==> config.mk <==
export PLATFORM = sky130hd
export DESIGN_NAME = qpc_channel
export DESIGN_NICKNAME = d
export VERILOG_FILES = /design/src/pkg/qpc_pkg.sv /design/src/core/qpc_channel.sv /design/src/core/qpc_deglitch.sv
export SDC_FILE = /design/constraint.sdc
export NUM_CORES = 1
export LEC_CHECK = 0
export BUFFER_PORTS_ARGS = -buffer_cell sky130_fd_sc_hd__buf_2
export CAP_MARGIN = 20
export CORE_UTILIZATION = 30
export CTS_CLUSTER_DIAMETER = 150
export DETAILED_ROUTE_END_ITERATION = 7
export GPL_ROUTABILITY_DRIVEN = 0
export HOLD_SLACK_MARGIN = 0.08
export PLACE_DENSITY_LB_ADDON = 0.15
export SLEW_MARGIN = 20
export SYNTH_ARGS = -nofsm -noshare
export SYNTH_HDL_FRONTEND = slang
export SYNTH_SLANG_ARGS = --single-unit
==> constraint.sdc <==
create_clock -name REF_CLK -period 5 [get_ports REF_CLK]
set_input_delay 1 -clock REF_CLK [delete_from_list [all_inputs] [get_ports REF_CLK]]
set_output_delay 1 -clock REF_CLK [all_outputs]
set_load 0.02 [all_outputs]
==> src/pkg/qpc_pkg.sv <==
// Functional notes
// - bits 5:4 pick quadrature rate: off, single, double or four-edge decoding
// - bit 6 enables channel B; cleared means B reads as zero
// - bits 9:7 pick the A,B phase in which a high index fires
// - bits 11:10: none, equal constant A, index with reload B, index only
// - bits 12 and 14 ignore writes and read zero in quadrature mode
// - bit 13 rejects A, B, index pulses of 2.5 us or less
// - bit 15 enables interrupt requests; cleared suppresses them
// - code 01: output active while the count equals constant A
// - bit 11 set: output active while the index condition holds
// - mode 010 selects free-running pulse-width modulation once started
// - constant A sets idle time, constant B pulse time, pulse follows polarity
// - counter drops per selected clock edge, toggles and reloads at zero
// - fastest internal clock adds one clock cycle to each interval
// - bits 5:4 make input A a gate-off, low or high allowing counting
// - external clock on B needs bits 7:6 at 01/10 and source 101
// - waveform starts on external trigger on C or software trigger write
// - with bit 15 set every output edge at the end of an interval raises an interrupt
// - mode 001 selects the quadrature position counter
// - count up when A leads B, down when B leads A
// - quadrature interrupt pends until cleared, then rises again if still true
// - reset clears the whole control register, disabling the channel
package qpc_pkg;
    // ------------------------------------------------------------
    // bus and register map
    // ------------------------------------------------------------
    localparam int              ADDR_W       = 8;
    localparam int              DATA_W       = 16;
    localparam logic [7:0]      OFF_CFG      = 8'h00;
    localparam logic [7:0]      OFF_TRIG     = 8'h04;
    localparam logic [7:0]      OFF_CONST_A  = 8'h08;
    localparam logic [7:0]      OFF_CONST_B  = 8'h0C;
    localparam logic [7:0]      OFF_READBACK = 8'h10;
    localparam logic [7:0]      OFF_IRQ_STAT = 8'h14;
    localparam logic [15:0]     CFG_RESET    = 16'h0000;
    localparam logic [15:0]     CONST_RESET  = 16'h0000;
    // ------------------------------------------------------------
    // control field positions
    // ------------------------------------------------------------
    localparam int              POL_BIT      = 3;
    localparam int              CHB_BIT      = 6;
    localparam int              SPARE12_BIT  = 12;
    localparam int              DEB_BIT      = 13;
    localparam int              SPARE14_BIT  = 14;
    localparam int              IEN_BIT      = 15;
    // ------------------------------------------------------------
    // encodings
    // ------------------------------------------------------------
    localparam logic [2:0]      MODE_QUAD    = 3'h1;
    localparam logic [2:0]      MODE_PWM     = 3'h2;
    localparam logic [1:0]      RATE_X1      = 2'h1;
    localparam logic [1:0]      RATE_X2      = 2'h2;
    localparam logic [1:0]      RATE_X4      = 2'h3;
    localparam logic [2:0]      IPH_A0B1     = 3'h1;
    localparam logic [2:0]      IPH_A1B0     = 3'h2;
    localparam logic [2:0]      IPH_A1B1     = 3'h3;
    localparam logic [2:0]      IPH_A0B0     = 3'h4;
    localparam logic [1:0]      ICOND_EQ_A   = 2'h1;
    localparam logic [1:0]      ICOND_RELOAD = 2'h2;
    localparam logic [1:0]      SEL_LOW      = 2'h1;
    localparam logic [1:0]      SEL_HIGH     = 2'h2;
    localparam logic [2:0]      CLK_FASTEST  = 3'h4;
    localparam logic [2:0]      CLK_EXT      = 3'h5;
    // ------------------------------------------------------------
    // timing
    // ------------------------------------------------------------
    localparam int              CLK_PERIOD_PS = 8000;
    localparam int              DEB_TIME_PS   = 2500000;
    localparam int              DEB_CYC       = (DEB_TIME_PS + CLK_PERIOD_PS - 1) / CLK_PERIOD_PS;
    localparam logic [8:0]      DEB_LAST      = 9'(DEB_CYC - 1);
    localparam longint          CLK_FREQ_KHZ  = 125000;
    localparam longint          BASE_FREQ_KHZ = 500;
    localparam int              ACC_W         = 24;
    localparam logic [23:0]     TICK_INC_BASE = 24'((BASE_FREQ_KHZ * (64'd1 << ACC_W)) / CLK_FREQ_KHZ);

    typedef enum logic [1:0] {
        QPC_IDLE  = 2'b00,
        QPC_SPACE = 2'b01,
        QPC_PULSE = 2'b11
    } qpc_state_t;
endpackage

==> src/core/qpc_channel.sv <==
// Design decisions made here: the register addresses and strobed register access.
`timescale 1ns/10ps
module qpc_channel (
    // clock and reset
    input  wire logic        REF_CLK,
    input  wire logic        RESET,
    // register port
    input  wire logic [7:0]  ADDR,
    input  wire logic [15:0] WDATA,
    input  wire logic        WR_STB,
    input  wire logic        RD_STB,
    output logic      [15:0] RDATA,
    // channel pins
    input  wire logic        IN_A,
    input  wire logic        IN_B,
    input  wire logic        IN_C,
    input  wire logic        CARRIER_32M,
    output logic             CNT_OUT,
    output logic             INT_REQ
);
    // ------------------------------------------------------------
    // state
    // ------------------------------------------------------------
    logic [15:0]         cfg_q;
    logic [15:0]         const_a_q;
    logic [15:0]         const_b_q;
    logic [16:0]         cnt_q;
    logic [16:0]         cnt_d;
    logic [2:0]          flt_p_q;
    logic [23:0]         acc_q;
    logic                tick_q;
    logic                run_q;
    logic                pend_q;
    logic                out_q;
    logic [15:0]         rdata_q;
    qpc_pkg::qpc_state_t state_q;
    qpc_pkg::qpc_state_t state_d;
    logic [2:0]          flt;

    // ------------------------------------------------------------
    // input filters
    // ------------------------------------------------------------
    wire [2:0] raw_in = {IN_C, IN_B, IN_A};
    genvar gi;
    generate
        for (gi = 0; gi < 3; gi = gi + 1) begin : g_flt
            qpc_deglitch u_flt (
                .clk   (REF_CLK),
                .rst   (RESET),
                .en    (cfg_q[qpc_pkg::DEB_BIT]),
                .raw   (raw_in[gi]),
                .clean (flt[gi])
            );
        end
    endgenerate

    // ------------------------------------------------------------
    // register decode
    // ------------------------------------------------------------
    wire       wr_cfg   = WR_STB && ADDR == qpc_pkg::OFF_CFG;
    wire       wr_trig  = WR_STB && ADDR == qpc_pkg::OFF_TRIG;
    wire       wr_ca    = WR_STB && ADDR == qpc_pkg::OFF_CONST_A;
    wire       wr_cb    = WR_STB && ADDR == qpc_pkg::OFF_CONST_B;
    wire       irq_clr  = WR_STB && ADDR == qpc_pkg::OFF_IRQ_STAT && WDATA[0];
    wire [2:0] mode     = cfg_q[2:0];
    wire       is_quad  = mode == qpc_pkg::MODE_QUAD;
    wire       is_pwm   = mode == qpc_pkg::MODE_PWM;
    wire       pol      = cfg_q[qpc_pkg::POL_BIT];
    wire       ien      = cfg_q[qpc_pkg::IEN_BIT];
    wire [1:0] sel54    = cfg_q[5:4];
    wire [1:0] sel76    = cfg_q[7:6];
    wire [1:0] sel98    = cfg_q[9:8];
    wire [2:0] iph      = cfg_q[9:7];
    wire [1:0] icond    = cfg_q[11:10];
    wire [2:0] clk_src  = cfg_q[12:10];
    wire       wr_quad  = WDATA[2:0] == qpc_pkg::MODE_QUAD;
    // spare bits never stored so a later mode switch cannot expose them
    wire [15:0] cfg_wr  = {WDATA[15], 1'b0, WDATA[13], WDATA[12] & ~wr_quad, WDATA[11:0]};

    // ------------------------------------------------------------
    // quadrature decode
    // ------------------------------------------------------------
    wire a      = flt[0];
    wire b_eff  = flt[1] & cfg_q[qpc_pkg::CHB_BIT];
    wire b_pe   = flt_p_q[1] & cfg_q[qpc_pkg::CHB_BIT];
    wire a_rise = a & ~flt_p_q[0];
    wire a_fall = ~a & flt_p_q[0];
    wire b_rise = b_eff & ~b_pe;
    wire b_fall = ~b_eff & b_pe;
    wire up_x1  = a_rise & ~b_eff;
    wire dn_x1  = a_fall & ~b_eff;
    wire up_x2  = up_x1 | (a_fall & b_eff);
    wire dn_x2  = dn_x1 | (a_rise & b_eff);
    wire up_x4  = up_x2 | (b_rise & a) | (b_fall & ~a);
    wire dn_x4  = dn_x2 | (b_rise & ~a) | (b_fall & a);
    wire [1:0] rate = sel54;
    wire up = (rate == qpc_pkg::RATE_X1 & up_x1) | (rate == qpc_pkg::RATE_X2 & up_x2)
            | (rate == qpc_pkg::RATE_X4 & up_x4);
    wire dn = (rate == qpc_pkg::RATE_X1 & dn_x1) | (rate == qpc_pkg::RATE_X2 & dn_x2)
            | (rate == qpc_pkg::RATE_X4 & dn_x4);
    wire phase_ok = (iph == qpc_pkg::IPH_A0B1 & ~a & b_eff) | (iph == qpc_pkg::IPH_A1B0 & a & ~b_eff)
                  | (iph == qpc_pkg::IPH_A1B1 & a & b_eff) | (iph == qpc_pkg::IPH_A0B0 & ~a & ~b_eff);
    wire idx_hit  = is_quad & flt[2] & phase_ok;
    wire reload   = idx_hit & icond == qpc_pkg::ICOND_RELOAD;
    wire cnt_eq_a = cnt_q[15:0] == const_a_q;
    wire eq_hit   = is_quad & icond == qpc_pkg::ICOND_EQ_A & cnt_eq_a;
    // 16-bit arithmetic so the position wraps both ways
    wire [15:0] cnt_inc = cnt_q[15:0] + 16'h0001;
    wire [15:0] cnt_dec = cnt_q[15:0] - 16'h0001;

    // ------------------------------------------------------------
    // pwm clocking, gate and trigger
    // ------------------------------------------------------------
    wire        ext_sel  = (sel76 == qpc_pkg::SEL_LOW | sel76 == qpc_pkg::SEL_HIGH)
                         & clk_src == qpc_pkg::CLK_EXT;
    wire        b_raw_rs = flt[1] & ~flt_p_q[1];
    wire [2:0]  src_clip = (clk_src > qpc_pkg::CLK_FASTEST) ? qpc_pkg::CLK_FASTEST : clk_src;
    wire [2:0]  shamt    = src_clip + {CARRIER_32M, 1'b0};
    wire [24:0] acc_sum  = {1'b0, acc_q} + {1'b0, qpc_pkg::TICK_INC_BASE << shamt};
    wire        tick     = ext_sel ? b_raw_rs : tick_q;
    wire        fast     = ~ext_sel & clk_src == qpc_pkg::CLK_FASTEST;
    wire        gate_ok  = (sel54 == qpc_pkg::SEL_LOW) ? ~a :
                           (sel54 == qpc_pkg::SEL_HIGH) ? a : 1'b1;
    wire        c_rise   = flt[2] & ~flt_p_q[2];
    wire        c_fall   = ~flt[2] & flt_p_q[2];
    wire        ext_trig = (sel98 == qpc_pkg::SEL_LOW & c_fall) | (sel98 == qpc_pkg::SEL_HIGH & c_rise);
    wire        pwm_trig = is_pwm & (wr_trig | ext_trig);
    // one extra cycle on the fastest clock matches the original counter
    wire [16:0] ld_a     = {1'b0, const_a_q} + {16'h0000, fast};
    wire [16:0] ld_b     = {1'b0, const_b_q} + {16'h0000, fast};
    wire        pwm_run  = state_q != qpc_pkg::QPC_IDLE;
    wire        pwm_step = is_pwm & pwm_run & tick & gate_ok;
    wire        pwm_end  = cnt_q <= 17'h00001;
    wire        pwm_tgl  = pwm_step & pwm_end & ~pwm_trig;

    // ------------------------------------------------------------
    // counter and pwm sequencer
    // ------------------------------------------------------------
    always_comb begin
        cnt_d   = cnt_q;
        state_d = state_q;
        if (is_pwm) begin
            case (state_q)
                qpc_pkg::QPC_IDLE: begin
                    if (pwm_trig) begin
                        state_d = qpc_pkg::QPC_SPACE;
                        cnt_d   = ld_a;
                    end
                end
                qpc_pkg::QPC_SPACE: begin
                    if (pwm_trig) begin
                        cnt_d = ld_a;
                    end else if (pwm_step && pwm_end) begin
                        state_d = qpc_pkg::QPC_PULSE;
                        cnt_d   = ld_b;
                    end else if (pwm_step) begin
                        cnt_d = cnt_q - 17'h00001;
                    end
                end
                qpc_pkg::QPC_PULSE: begin
                    if (pwm_trig) begin
                        state_d = qpc_pkg::QPC_SPACE;
                        cnt_d   = ld_a;
                    end else if (pwm_step && pwm_end) begin
                        state_d = qpc_pkg::QPC_SPACE;
                        cnt_d   = ld_a;
                    end else if (pwm_step) begin
                        cnt_d = cnt_q - 17'h00001;
                    end
                end
                default: begin
                    state_d = qpc_pkg::QPC_IDLE;
                end
            endcase
        end else begin
            state_d = qpc_pkg::QPC_IDLE;
            if (is_quad && run_q) begin
                if (reload) begin
                    cnt_d = {1'b0, const_b_q};
                end else if (up && !dn) begin
                    cnt_d = {1'b0, cnt_inc};
                end else if (dn && !up) begin
                    cnt_d = {1'b0, cnt_dec};
                end
            end
        end
    end

    // ------------------------------------------------------------
    // interrupt and output
    // ------------------------------------------------------------
    // quadrature events are levels: a cleared flag sets again if still true
    wire irq_ev  = (is_quad & (eq_hit | (icond[1] & idx_hit))) | (is_pwm & pwm_tgl);
    wire pend_d  = ien & (irq_ev | (pend_q & ~irq_clr));
    wire out_act = (eq_hit | (is_quad & cfg_q[11] & idx_hit))
                 | (is_pwm & state_d == qpc_pkg::QPC_PULSE);
    wire out_d   = out_act ? pol : ~pol;

    // ------------------------------------------------------------
    // read mux
    // ------------------------------------------------------------
    wire [15:0] cfg_rd  = is_quad ? (cfg_q & ~(16'h0001 << qpc_pkg::SPARE12_BIT)) : cfg_q;
    wire [15:0] rd_mux  = (ADDR == qpc_pkg::OFF_CFG)      ? cfg_rd :
                          (ADDR == qpc_pkg::OFF_CONST_A)  ? const_a_q :
                          (ADDR == qpc_pkg::OFF_CONST_B)  ? const_b_q :
                          (ADDR == qpc_pkg::OFF_READBACK) ? cnt_q[15:0] :
                          (ADDR == qpc_pkg::OFF_IRQ_STAT) ? {15'h0000, pend_q} : 16'h0000;

    // ------------------------------------------------------------
    // registers
    // ------------------------------------------------------------
    always_ff @(posedge REF_CLK) begin
        if (RESET) begin
            cfg_q     <= qpc_pkg::CFG_RESET;
            const_a_q <= qpc_pkg::CONST_RESET;
            const_b_q <= qpc_pkg::CONST_RESET;
        end else begin
            if (wr_cfg) begin
                cfg_q <= cfg_wr;
            end
            if (wr_ca) begin
                const_a_q <= WDATA;
            end
            if (wr_cb) begin
                const_b_q <= WDATA;
            end
        end
    end

    always_ff @(posedge REF_CLK) begin
        if (RESET) begin
            cnt_q   <= 17'h00000;
            state_q <= qpc_pkg::QPC_IDLE;
            flt_p_q <= 3'h0;
            acc_q   <= 24'h000000;
            tick_q  <= 1'b0;
        end else begin
            cnt_q   <= cnt_d;
            state_q <= state_d;
            flt_p_q <= flt;
            acc_q   <= acc_sum[23:0];
            tick_q  <= acc_sum[24];
        end
    end

    always_ff @(posedge REF_CLK) begin
        if (RESET) begin
            run_q   <= 1'b0;
            pend_q  <= 1'b0;
            out_q   <= 1'b1;
            rdata_q <= 16'h0000;
        end else begin
            run_q   <= is_quad & (run_q | wr_trig);
            pend_q  <= pend_d;
            out_q   <= out_d;
            rdata_q <= RD_STB ? rd_mux : 16'h0000;
        end
    end

    assign RDATA   = rdata_q;
    assign CNT_OUT = out_q;
    assign INT_REQ = pend_q;
endmodule // qpc_channel

==> src/core/qpc_deglitch.sv <==
`timescale 1ns/10ps
module qpc_deglitch (
    // clock and reset
    input  wire logic clk,
    input  wire logic rst,
    // filter control
    input  wire logic en,
    input  wire logic raw,
    // filtered level
    output logic      clean
);
    // ------------------------------------------------------------
    // pulse rejection
    // ------------------------------------------------------------
    logic       clean_q;
    logic [8:0] run_q;
    wire        differs  = raw != clean_q;
    wire        long_run = run_q == qpc_pkg::DEB_LAST;

    // a change is taken only after it outlasts the reject window
    always_ff @(posedge clk) begin
        if (rst) begin
            clean_q <= 1'b0;
            run_q   <= 9'h000;
        end else if (!en) begin
            clean_q <= raw;
            run_q   <= 9'h000;
        end else if (differs && long_run) begin
            clean_q <= raw;
            run_q   <= 9'h000;
        end else if (differs) begin
            run_q   <= run_q + 9'h001;
        end else begin
            run_q   <= 9'h000;
        end
    end

    assign clean = clean_q;
endmodule // qpc_deglitch

### Word level (Yosys, flattened, before mapping)

Index checks and enable logic that the tools add are counted.

| cells by class | value |
|---|---|
| add/sub/neg operators | 10 |
| shift operators | 1 |
| muxes and demuxes | 36 |
| $lt $le $gt $ge | 2 |
| bitwise logic cells | 95 |
| equality and inequality tests | 38 |
| reductions and logical operators | 25 |

Operators by type and width:

| cell | count |
|---|---|
| 17-bit two-way mux | 11 |
| 16-bit two-way mux | 4 |
| 1-bit bitwise AND | 56 |
| 17-bit case mux with 3 select lines | 1 |
| 16-bit by 1-bit adder with 17-bit output | 2 |
| 9-bit by 1-bit adder with 9-bit output, second input constant | 3 |
| 9-bit == test, second input constant | 3 |
| 24-bit by 24-bit adder with 25-bit output | 1 |
| 17-bit by 3-bit left shift with 24-bit output, first input constant | 1 |
| 1-bit OR | 22 |
| 17-bit by 1-bit less-or-equal comparator with 1-bit output, second input constant | 1 |
| 1-bit inverter | 17 |
| 17-bit by 1-bit subtractor with 17-bit output, second input constant | 1 |
| 16-bit by 1-bit adder with 16-bit output, second input constant | 1 |
| 16-bit == test | 1 |
| 8-bit by 4-bit == test with 1-bit output, second input constant | 2 |
| 8-bit by 5-bit == test with 1-bit output, second input constant | 2 |
| 16-bit by 1-bit subtractor with 16-bit output, second input constant | 1 |
| 2-bit == test, second input constant | 7 |
| 1-bit logical AND | 13 |
| 13-bit two-way mux | 1 |
| 2-bit two-way mux | 6 |
| 4-bit OR reduction | 3 |
| 1-bit two-way mux | 11 |
| other kinds (20) | 36 |

| storage, ports and cells | value |
|---|---|
| logic and storage cells | 225 |
| flip-flop bits (word level) | 143 |
| output and inout port bits | 18 |

### Depth between registers and ports, before layout

| logic depth | value |
|---|---|
| depth after elaboration | 15 |
| depth in mapped cells | 18 |
| gate-level depth less buffers | 17 |

### Hierarchy

Synthesis repeated with hierarchy kept, for this count alone.

| second synthesis, totals | value |
|---|---|
| cell total of the unflattened synthesis | 1172 |
| area total of the unflattened synthesis | 9496.6 um^2 |

By module, submodules not included:

| module | times used | cells each | area an instance (um^2) |
|---|---|---|---|
| qpc_channel | 1 | 1019 | 8074.0 |
| qpc_deglitch (g_flt[0].u_flt ...) | 2 | 51 | 478.0 |
| qpc_deglitch (g_flt[2].u_flt) | 1 | 51 | 466.7 |

### Worst setup path after synthesis

OpenSTA, ideal clock, no wires.

| timing | value |
|---|---|
| kind | input to register |
| start point | in CARRIER_32M |
| end point | reg tick_q |
| buffers on the path | 0 |
| required time | 4880 ps |
| stages on the path | 12 |
| arrival time | 3926 ps |
| setup slack | 955 ps |
| cell sequence | ha_1 xnor2_1 and2_1 ha_1 nor2b_1 o31a_1 o31ai_1 o211ai_1 a41o_1 o31ai_1 o311ai_0 o31a_1 |

| on the way | value |
|---|---|
| cells in the longest elaborated chain, start to end | 3 |

Ends and longest elaborated chain:

| what | RTL line | text |
|---|---|---|
| start, declared | qpc_channel.sv:17 | `input wire logic CARRIER_32M,` |
| 3-bit by 2-bit adder with 3-bit output | qpc_channel.sv:118 | `wire [2:0] shamt = src_clip + {CARRIER_32M, 1'b0};` |
| 17-bit by 3-bit left shift with 24-bit output | qpc_channel.sv:119 | `wire [24:0] acc_sum = {1'b0, acc_q} + {1'b0, qpc_pkg::TICK_INC_BASE << shamt};` |
| 24-bit by 24-bit adder with 25-bit output | qpc_channel.sv:119 |  |
| end signal, assigned | qpc_channel.sv:242 | `tick_q <= acc_sum[24];` |
| end, declared | qpc_channel.sv:31 | `logic tick_q;` |

No other way between the ends.
A chain may end at the register's enable or synchronous reset.

### Worst setup path after layout

| timing | value |
|---|---|
| start point | reg g_flt[0].u_flt.clean_q |
| end point | reg cnt_q[14] |

| on the way | value |
|---|---|
| cells in the longest elaborated chain, start to end | 14 |

Ends and longest elaborated chain:

| what | RTL line | text |
|---|---|---|
| start, declared | qpc_deglitch.sv:15 | `logic clean_q;` |
| start signal, assigned | qpc_deglitch.sv:26 | `clean_q <= raw;` |
| start signal, assigned | qpc_deglitch.sv:29 | `clean_q <= raw;` |
| 1-bit inverter | - |  |
| 1-bit bitwise AND | qpc_channel.sv:87 | `wire a_fall = ~a & flt_p_q[0];` |
| 1-bit bitwise AND | qpc_channel.sv:91 | `wire dn_x1 = a_fall & ~b_eff;` |
| 1-bit OR | qpc_channel.sv:93 | `wire dn_x2 = dn_x1 \| (a_rise & b_eff);` |
| 1-bit OR (2 in series) | qpc_channel.sv:95 | `wire dn_x4 = dn_x2 \| (b_rise & ~a) \| (b_fall & a);` |
| 1-bit bitwise AND | qpc_channel.sv:100 | `\| (rate == qpc_pkg::RATE_X4 & dn_x4);` |
| 1-bit OR | qpc_channel.sv:100 |  |
| 1-bit zero test | qpc_channel.sv:180 | `end else if (up && !dn) begin` |
| 1-bit logical AND | qpc_channel.sv:180 |  |
| 17-bit two-way mux | qpc_channel.sv:180 |  |
| 17-bit two-way mux | qpc_channel.sv:178 | `if (reload) begin` |
| 17-bit two-way mux | qpc_channel.sv:177 | `if (is_quad && run_q) begin` |
| 17-bit two-way mux | qpc_channel.sv:142 | `if (is_pwm) begin` |
| end signal, assigned | qpc_channel.sv:238 | `cnt_q <= cnt_d;` |
| end, declared | qpc_channel.sv:27 | `logic [16:0] cnt_q;` |

Parallel ways exist; a longest one is shown, timed or not. The select of a mux whose other input is x is not followed.

==> flow_metrics.env <==
export IMPL_post_route_cell_area_um2=10600
export IMPL_post_synth_top_area_cell="sky130_fd_sc_hd__dfxtp_1"
export IMPL_ys_seq_elements=141
export IMPL_hold_depth=1
export IMPL_yosysUniqueCellTypes=74
export IMPL_drt_pass1_iter_count=5
export IMPL_critPathCaptureType="flop"
export IMPL_cp_start_kind="flop"
export IMPL_final_setup_viol_count=0
export IMPL_drt_iter0_markers=723
export IMPL_clk_root_buffer_cell="sky130_fd_sc_hd__clkbuf_16"
export IMPL_timing_critical_path_slowest_cell_delay_ns=0.65
export IMPL_gr_util_all_layers=0.196
export IMPL_fin_worst_skew_ns=0.0107
export IMPL_final_hold_violation_count=0
export IMPL_via_count_of_the_first_global_routing_pass=8198
export IMPL_floorplan_die_width_um=179
export IMPL_min_from="g_flt[1].u_flt.run_q[0]"
export IMPL_clk_pin_slew_worst_paths_ns=0.07
export IMPL_arrival_ns=4.86
export IMPL_r2r_worst_path_cells=17
export IMPL_slew_viol_final=0
export IMPL_core_area_um2=30700
export IMPL_fraction_of_final_layout_cells_with_drive_strength_greater_than_1=0.0931
export IMPL_port_buffers=49
export IMPL_finalSetupTns_ns=0
export IMPL_max_clock_path_buffers=2
export IMPL_fin_nets=1321
export IMPL_postCtsSetupRepairBufs=0
export IMPL_initial_core_util=0.306
export IMPL_floorplan_die_area_um2=32000
export IMPL_netlist_instances=1214
export IMPL_critPathBufInv=2
export IMPL_mapped_avg_cell_area_um2=7.73
export IMPL_maxCapViolCount=0
export IMPL_grt_first_pass_wirelength_um=47100
export IMPL_synthTopCellsByArea="sky130_fd_sc_hd__dfxtp_1 (30%), sky130_fd_sc_hd__ha_1 (7.2%), sky130_fd_sc_hd__nor2_1 (6.2%)"
export IMPL_power_static_leakage_nw=4.10
export IMPL_synthesis_yosys_warnings=0
export IMPL_worst_path_dominant_cell_family="compound AO/OA/AOI/OAI gates"
export IMPL_ys_seq_area_frac=0.301
export IMPL_reg2reg_slack_ns=0.45
export IMPL_outcome="complete, no violations"
export IMPL_worstHoldPathType="flop to flop"
export IMPL_max_freq_ghz=0.220
export IMPL_crit_fanout=11
export IMPL_synth_largest_type_area_fraction=0.301
export IMPL_cts_max_level=4
export IMPL_worst_pin_slew_ns=1.01
export IMPL_synth_edf_count=0
export IMPL_grt_ovfl_total=0
export IMPL_dieHeight_um=179
export IMPL_post_dp_hpwl_um=22900
export IMPL_critical_path_required_ns=5.31
export IMPL_synth_flop_cell="sky130_fd_sc_hd__dfxtp_1"
export IMPL_clock_insertion_delay_worst_skew_ns=0.44
export IMPL_post_cts_resized_instances=0
export IMPL_post_dp_cell_area_um2=10000
export IMPL_routed_via_count=8668
export IMPL_worstHoldEndpoint="g_flt[1].u_flt.run_q[0]"
export IMPL_ioPinCount=50
export IMPL_layout_setup_ws_ns=0.451
export IMPL_rr_endpoint="cnt_q[14]"
export IMPL_max_vdd_ir_drop_uv=212
export IMPL_critical_path_class="flop to flop"
export IMPL_power_density_nw_per_um2=246
export IMPL_cts_num_sinks=141
export IMPL_cell_chain_critical_path="inv_1 -> nand2_1 -> o22ai_1 -> nand2b_1 -> o21ai_0 -> a22oi_1 -> ha_1 -> inv_1 -> fa_1 -> a211o_1 -> a2111oi_0 -> o311ai_0 -> a21o_1 -> a21o_1 -> a31oi_1 -> xor2_1 -> o22ai_1"
export IMPL_antenna_found_initial=2
export IMPL_cts_inserted_buffers=17
export IMPL_tritoncts="yes"
export IMPL_drc_errors=0
export IMPL_min_period_ns=4.55
export IMPL_slowest_stage="sky130_fd_sc_hd__a2111oi_0"
export IMPL_antenna_violating_nets_post_route=0
export IMPL_mappedNetlistNets=1302
export IMPL_grt_start_max_net_pins=39
export IMPL_slew_limit_headroom=0.323
export IMPL_postCtsHoldBufs=0
export IMPL_crit_reg2reg_launch="g_flt[0].u_flt.clean"
export IMPL_async_flop_share=0
export IMPL_rows=64
export IMPL_fin_crit_sh=0.910
export IMPL_route_final_wire_length_um=30100
export IMPL_drt_vias_per_instance=5.28
export IMPL_areaGrowthSynthToFinish_pct=12.7
export IMPL_post_place_ws_ns=0.336
export IMPL_grt_setup_unrepaired="no"
export IMPL_synth_area_um2=9380
export IMPL_holdWs_ns=0.463
export IMPL_avgRoutedWirePerCell_um=18.3
[final cells by class]
| type | count | area (um2) |
|---|---|---|
| Fill cell | 3277 | 20100 |
| Inverter | 38 | 143 |
| Timing Repair Buffer | 67 | 383 |
| Clock inverter | 12 | 100 |
| Multi-Input combinational cell | 968 | 6160 |
| Tap cell | 396 | 495 |
| Sequential cell | 141 | 2820 |
| Clock buffer | 20 | 467 |
| Antenna cell | 1 | 2.50 |
[sequential cells by signal (all words and copies together) (netlist names), 15 cells and up]
register,count
cfg_q,15
cnt_q,17
const_b_q,16
RDATA,16
acc_q,22
g_flt.u_flt.run_q,27
const_a_q,16
[kinds of logic (layout without fill, tap and decap cells)]
| logic type | count (synthesis) | in the layout | synth area share |
|---|---|---|---|
| flip-flops | 141 | 141 | 0.301 |
| multiplexers | 41 | 41 | 0.0439 |
| adder cells (fa/ha/maj) | 56 | 56 | 0.0763 |
| AND/OR/NAND/NOR | 488 | 488 | 0.242 |
| XOR/XNOR | 109 | 109 | 0.102 |
| buffers and inverters | 105 | 137 | 0.0429 |
| other | 0 | 1 | 0 |
| AO/OA/AOI/OAI | 274 | 274 | 0.192 |
[layer usage]
metal,GRT usage,share of wire,vias up
met3,0.0373,0.053,63
met1,0.260,0.47,4032
met2,0.306,0.45,240
met4,0.0844,0.033,2
li1,-,-,4331
met5,0,0.00037,-
[worst register-to-register path, delay by kind of cell, from the launching register on]
| family | cells | cell delay (ns) |
|---|---|---|
| compound gates | 10 | 2.43 |
| xor+xnor | 1 | 0.16 |
| fa+ha+maj | 2 | 0.75 |
| buf+inv | 2 | 0.35 |
| flops | 1 | 0.54 |
| simple gates | 2 | 0.20 |
[power by group]
part           switching [W]  internal, W  total [W]
clock network       0.000559     0.000685    0.00124
logic               0.000121    0.0000816   0.000202
registers          0.0000128      0.00115    0.00116
total               0.000693      0.00191    0.00261
[synthesized netlist by cell type (14+ instances only)]
| cell type | count |
|---|---|
| sky130_fd_sc_hd__mux2i_1 | 40 |
| sky130_fd_sc_hd__a21o_1 | 16 |
| sky130_fd_sc_hd__o22ai_1 | 18 |
| sky130_fd_sc_hd__dfxtp_1 | 141 |
| sky130_fd_sc_hd__xnor2_1 | 66 |
| sky130_fd_sc_hd__inv_1 | 38 |
| sky130_fd_sc_hd__nand4_1 | 16 |
| sky130_fd_sc_hd__nor3_1 | 14 |
| sky130_fd_sc_hd__nand3_1 | 49 |
| sky130_fd_sc_hd__nand2_1 | 152 |
| sky130_fd_sc_hd__clkbuf_1 | 57 |
| sky130_fd_sc_hd__nor2_1 | 156 |
| sky130_fd_sc_hd__ha_1 | 54 |
| sky130_fd_sc_hd__o21ai_0 | 61 |
| sky130_fd_sc_hd__a21oi_1 | 70 |
| sky130_fd_sc_hd__nor2b_1 | 20 |
| sky130_fd_sc_hd__xor2_1 | 43 |
[stage by stage]
| step | std cells | utilization | power (W) |
|---|---|---|---|
| 2_1_floorplan | 1214 | - | 0.00133 |
| 3_3_place_gp | 1610 | 0.326 | 0.00139 |
| 3_5_place_dp | 1610 | 0.326 | 0.00139 |
| 4_1_cts | 1642 | 0.345 | 0.00264 |
| 5_1_grt | 1642 | 0.345 | 0.00272 |
| 6_report | 1643 | 0.345 | 0.00261 |
[how the worst max path moves through the flow]
stage                                     from         to  slack (ns)  cells past startpoint
after floorplan                    CARRIER_32M     tick_q        0.95                     12
after global placement             CARRIER_32M     tick_q        0.44                     17
after detailed placement           CARRIER_32M     tick_q        0.34                     17
after CTS                 g_flt[0].u_flt.clean  cnt_q[14]        0.46                     17
after global routing      g_flt[0].u_flt.clean  cnt_q[11]        0.02                     17
final                     g_flt[0].u_flt.clean  cnt_q[14]        0.45                     17
[layout by cell type (no fill, tap or decap), drive strengths merged, types with 5 or more instances in the layout]
cell type,n
or4,7
a21o,16
xor2,43
o211ai,6
nand2,152
nor2b,20
nor2,156
a2111oi,5
or2,6
nand3,49
a21oi,70
nor3b,6
nand2b,9
nand4,16
xnor2,66
ha,54
or3,9
o22ai,18
o21ai,62
o21bai,5
clkbuf,20
buf,67
and3,10
a31oi,11
o21a,7
mux2i,40
inv,43
a211o,5
nand3b,6
a22oi,6
dfxtp,141
and2,8
a211oi,14
nor3,14
o31ai,5
nor4,7
Note: power is estimated with default switching activity, not from simulation.
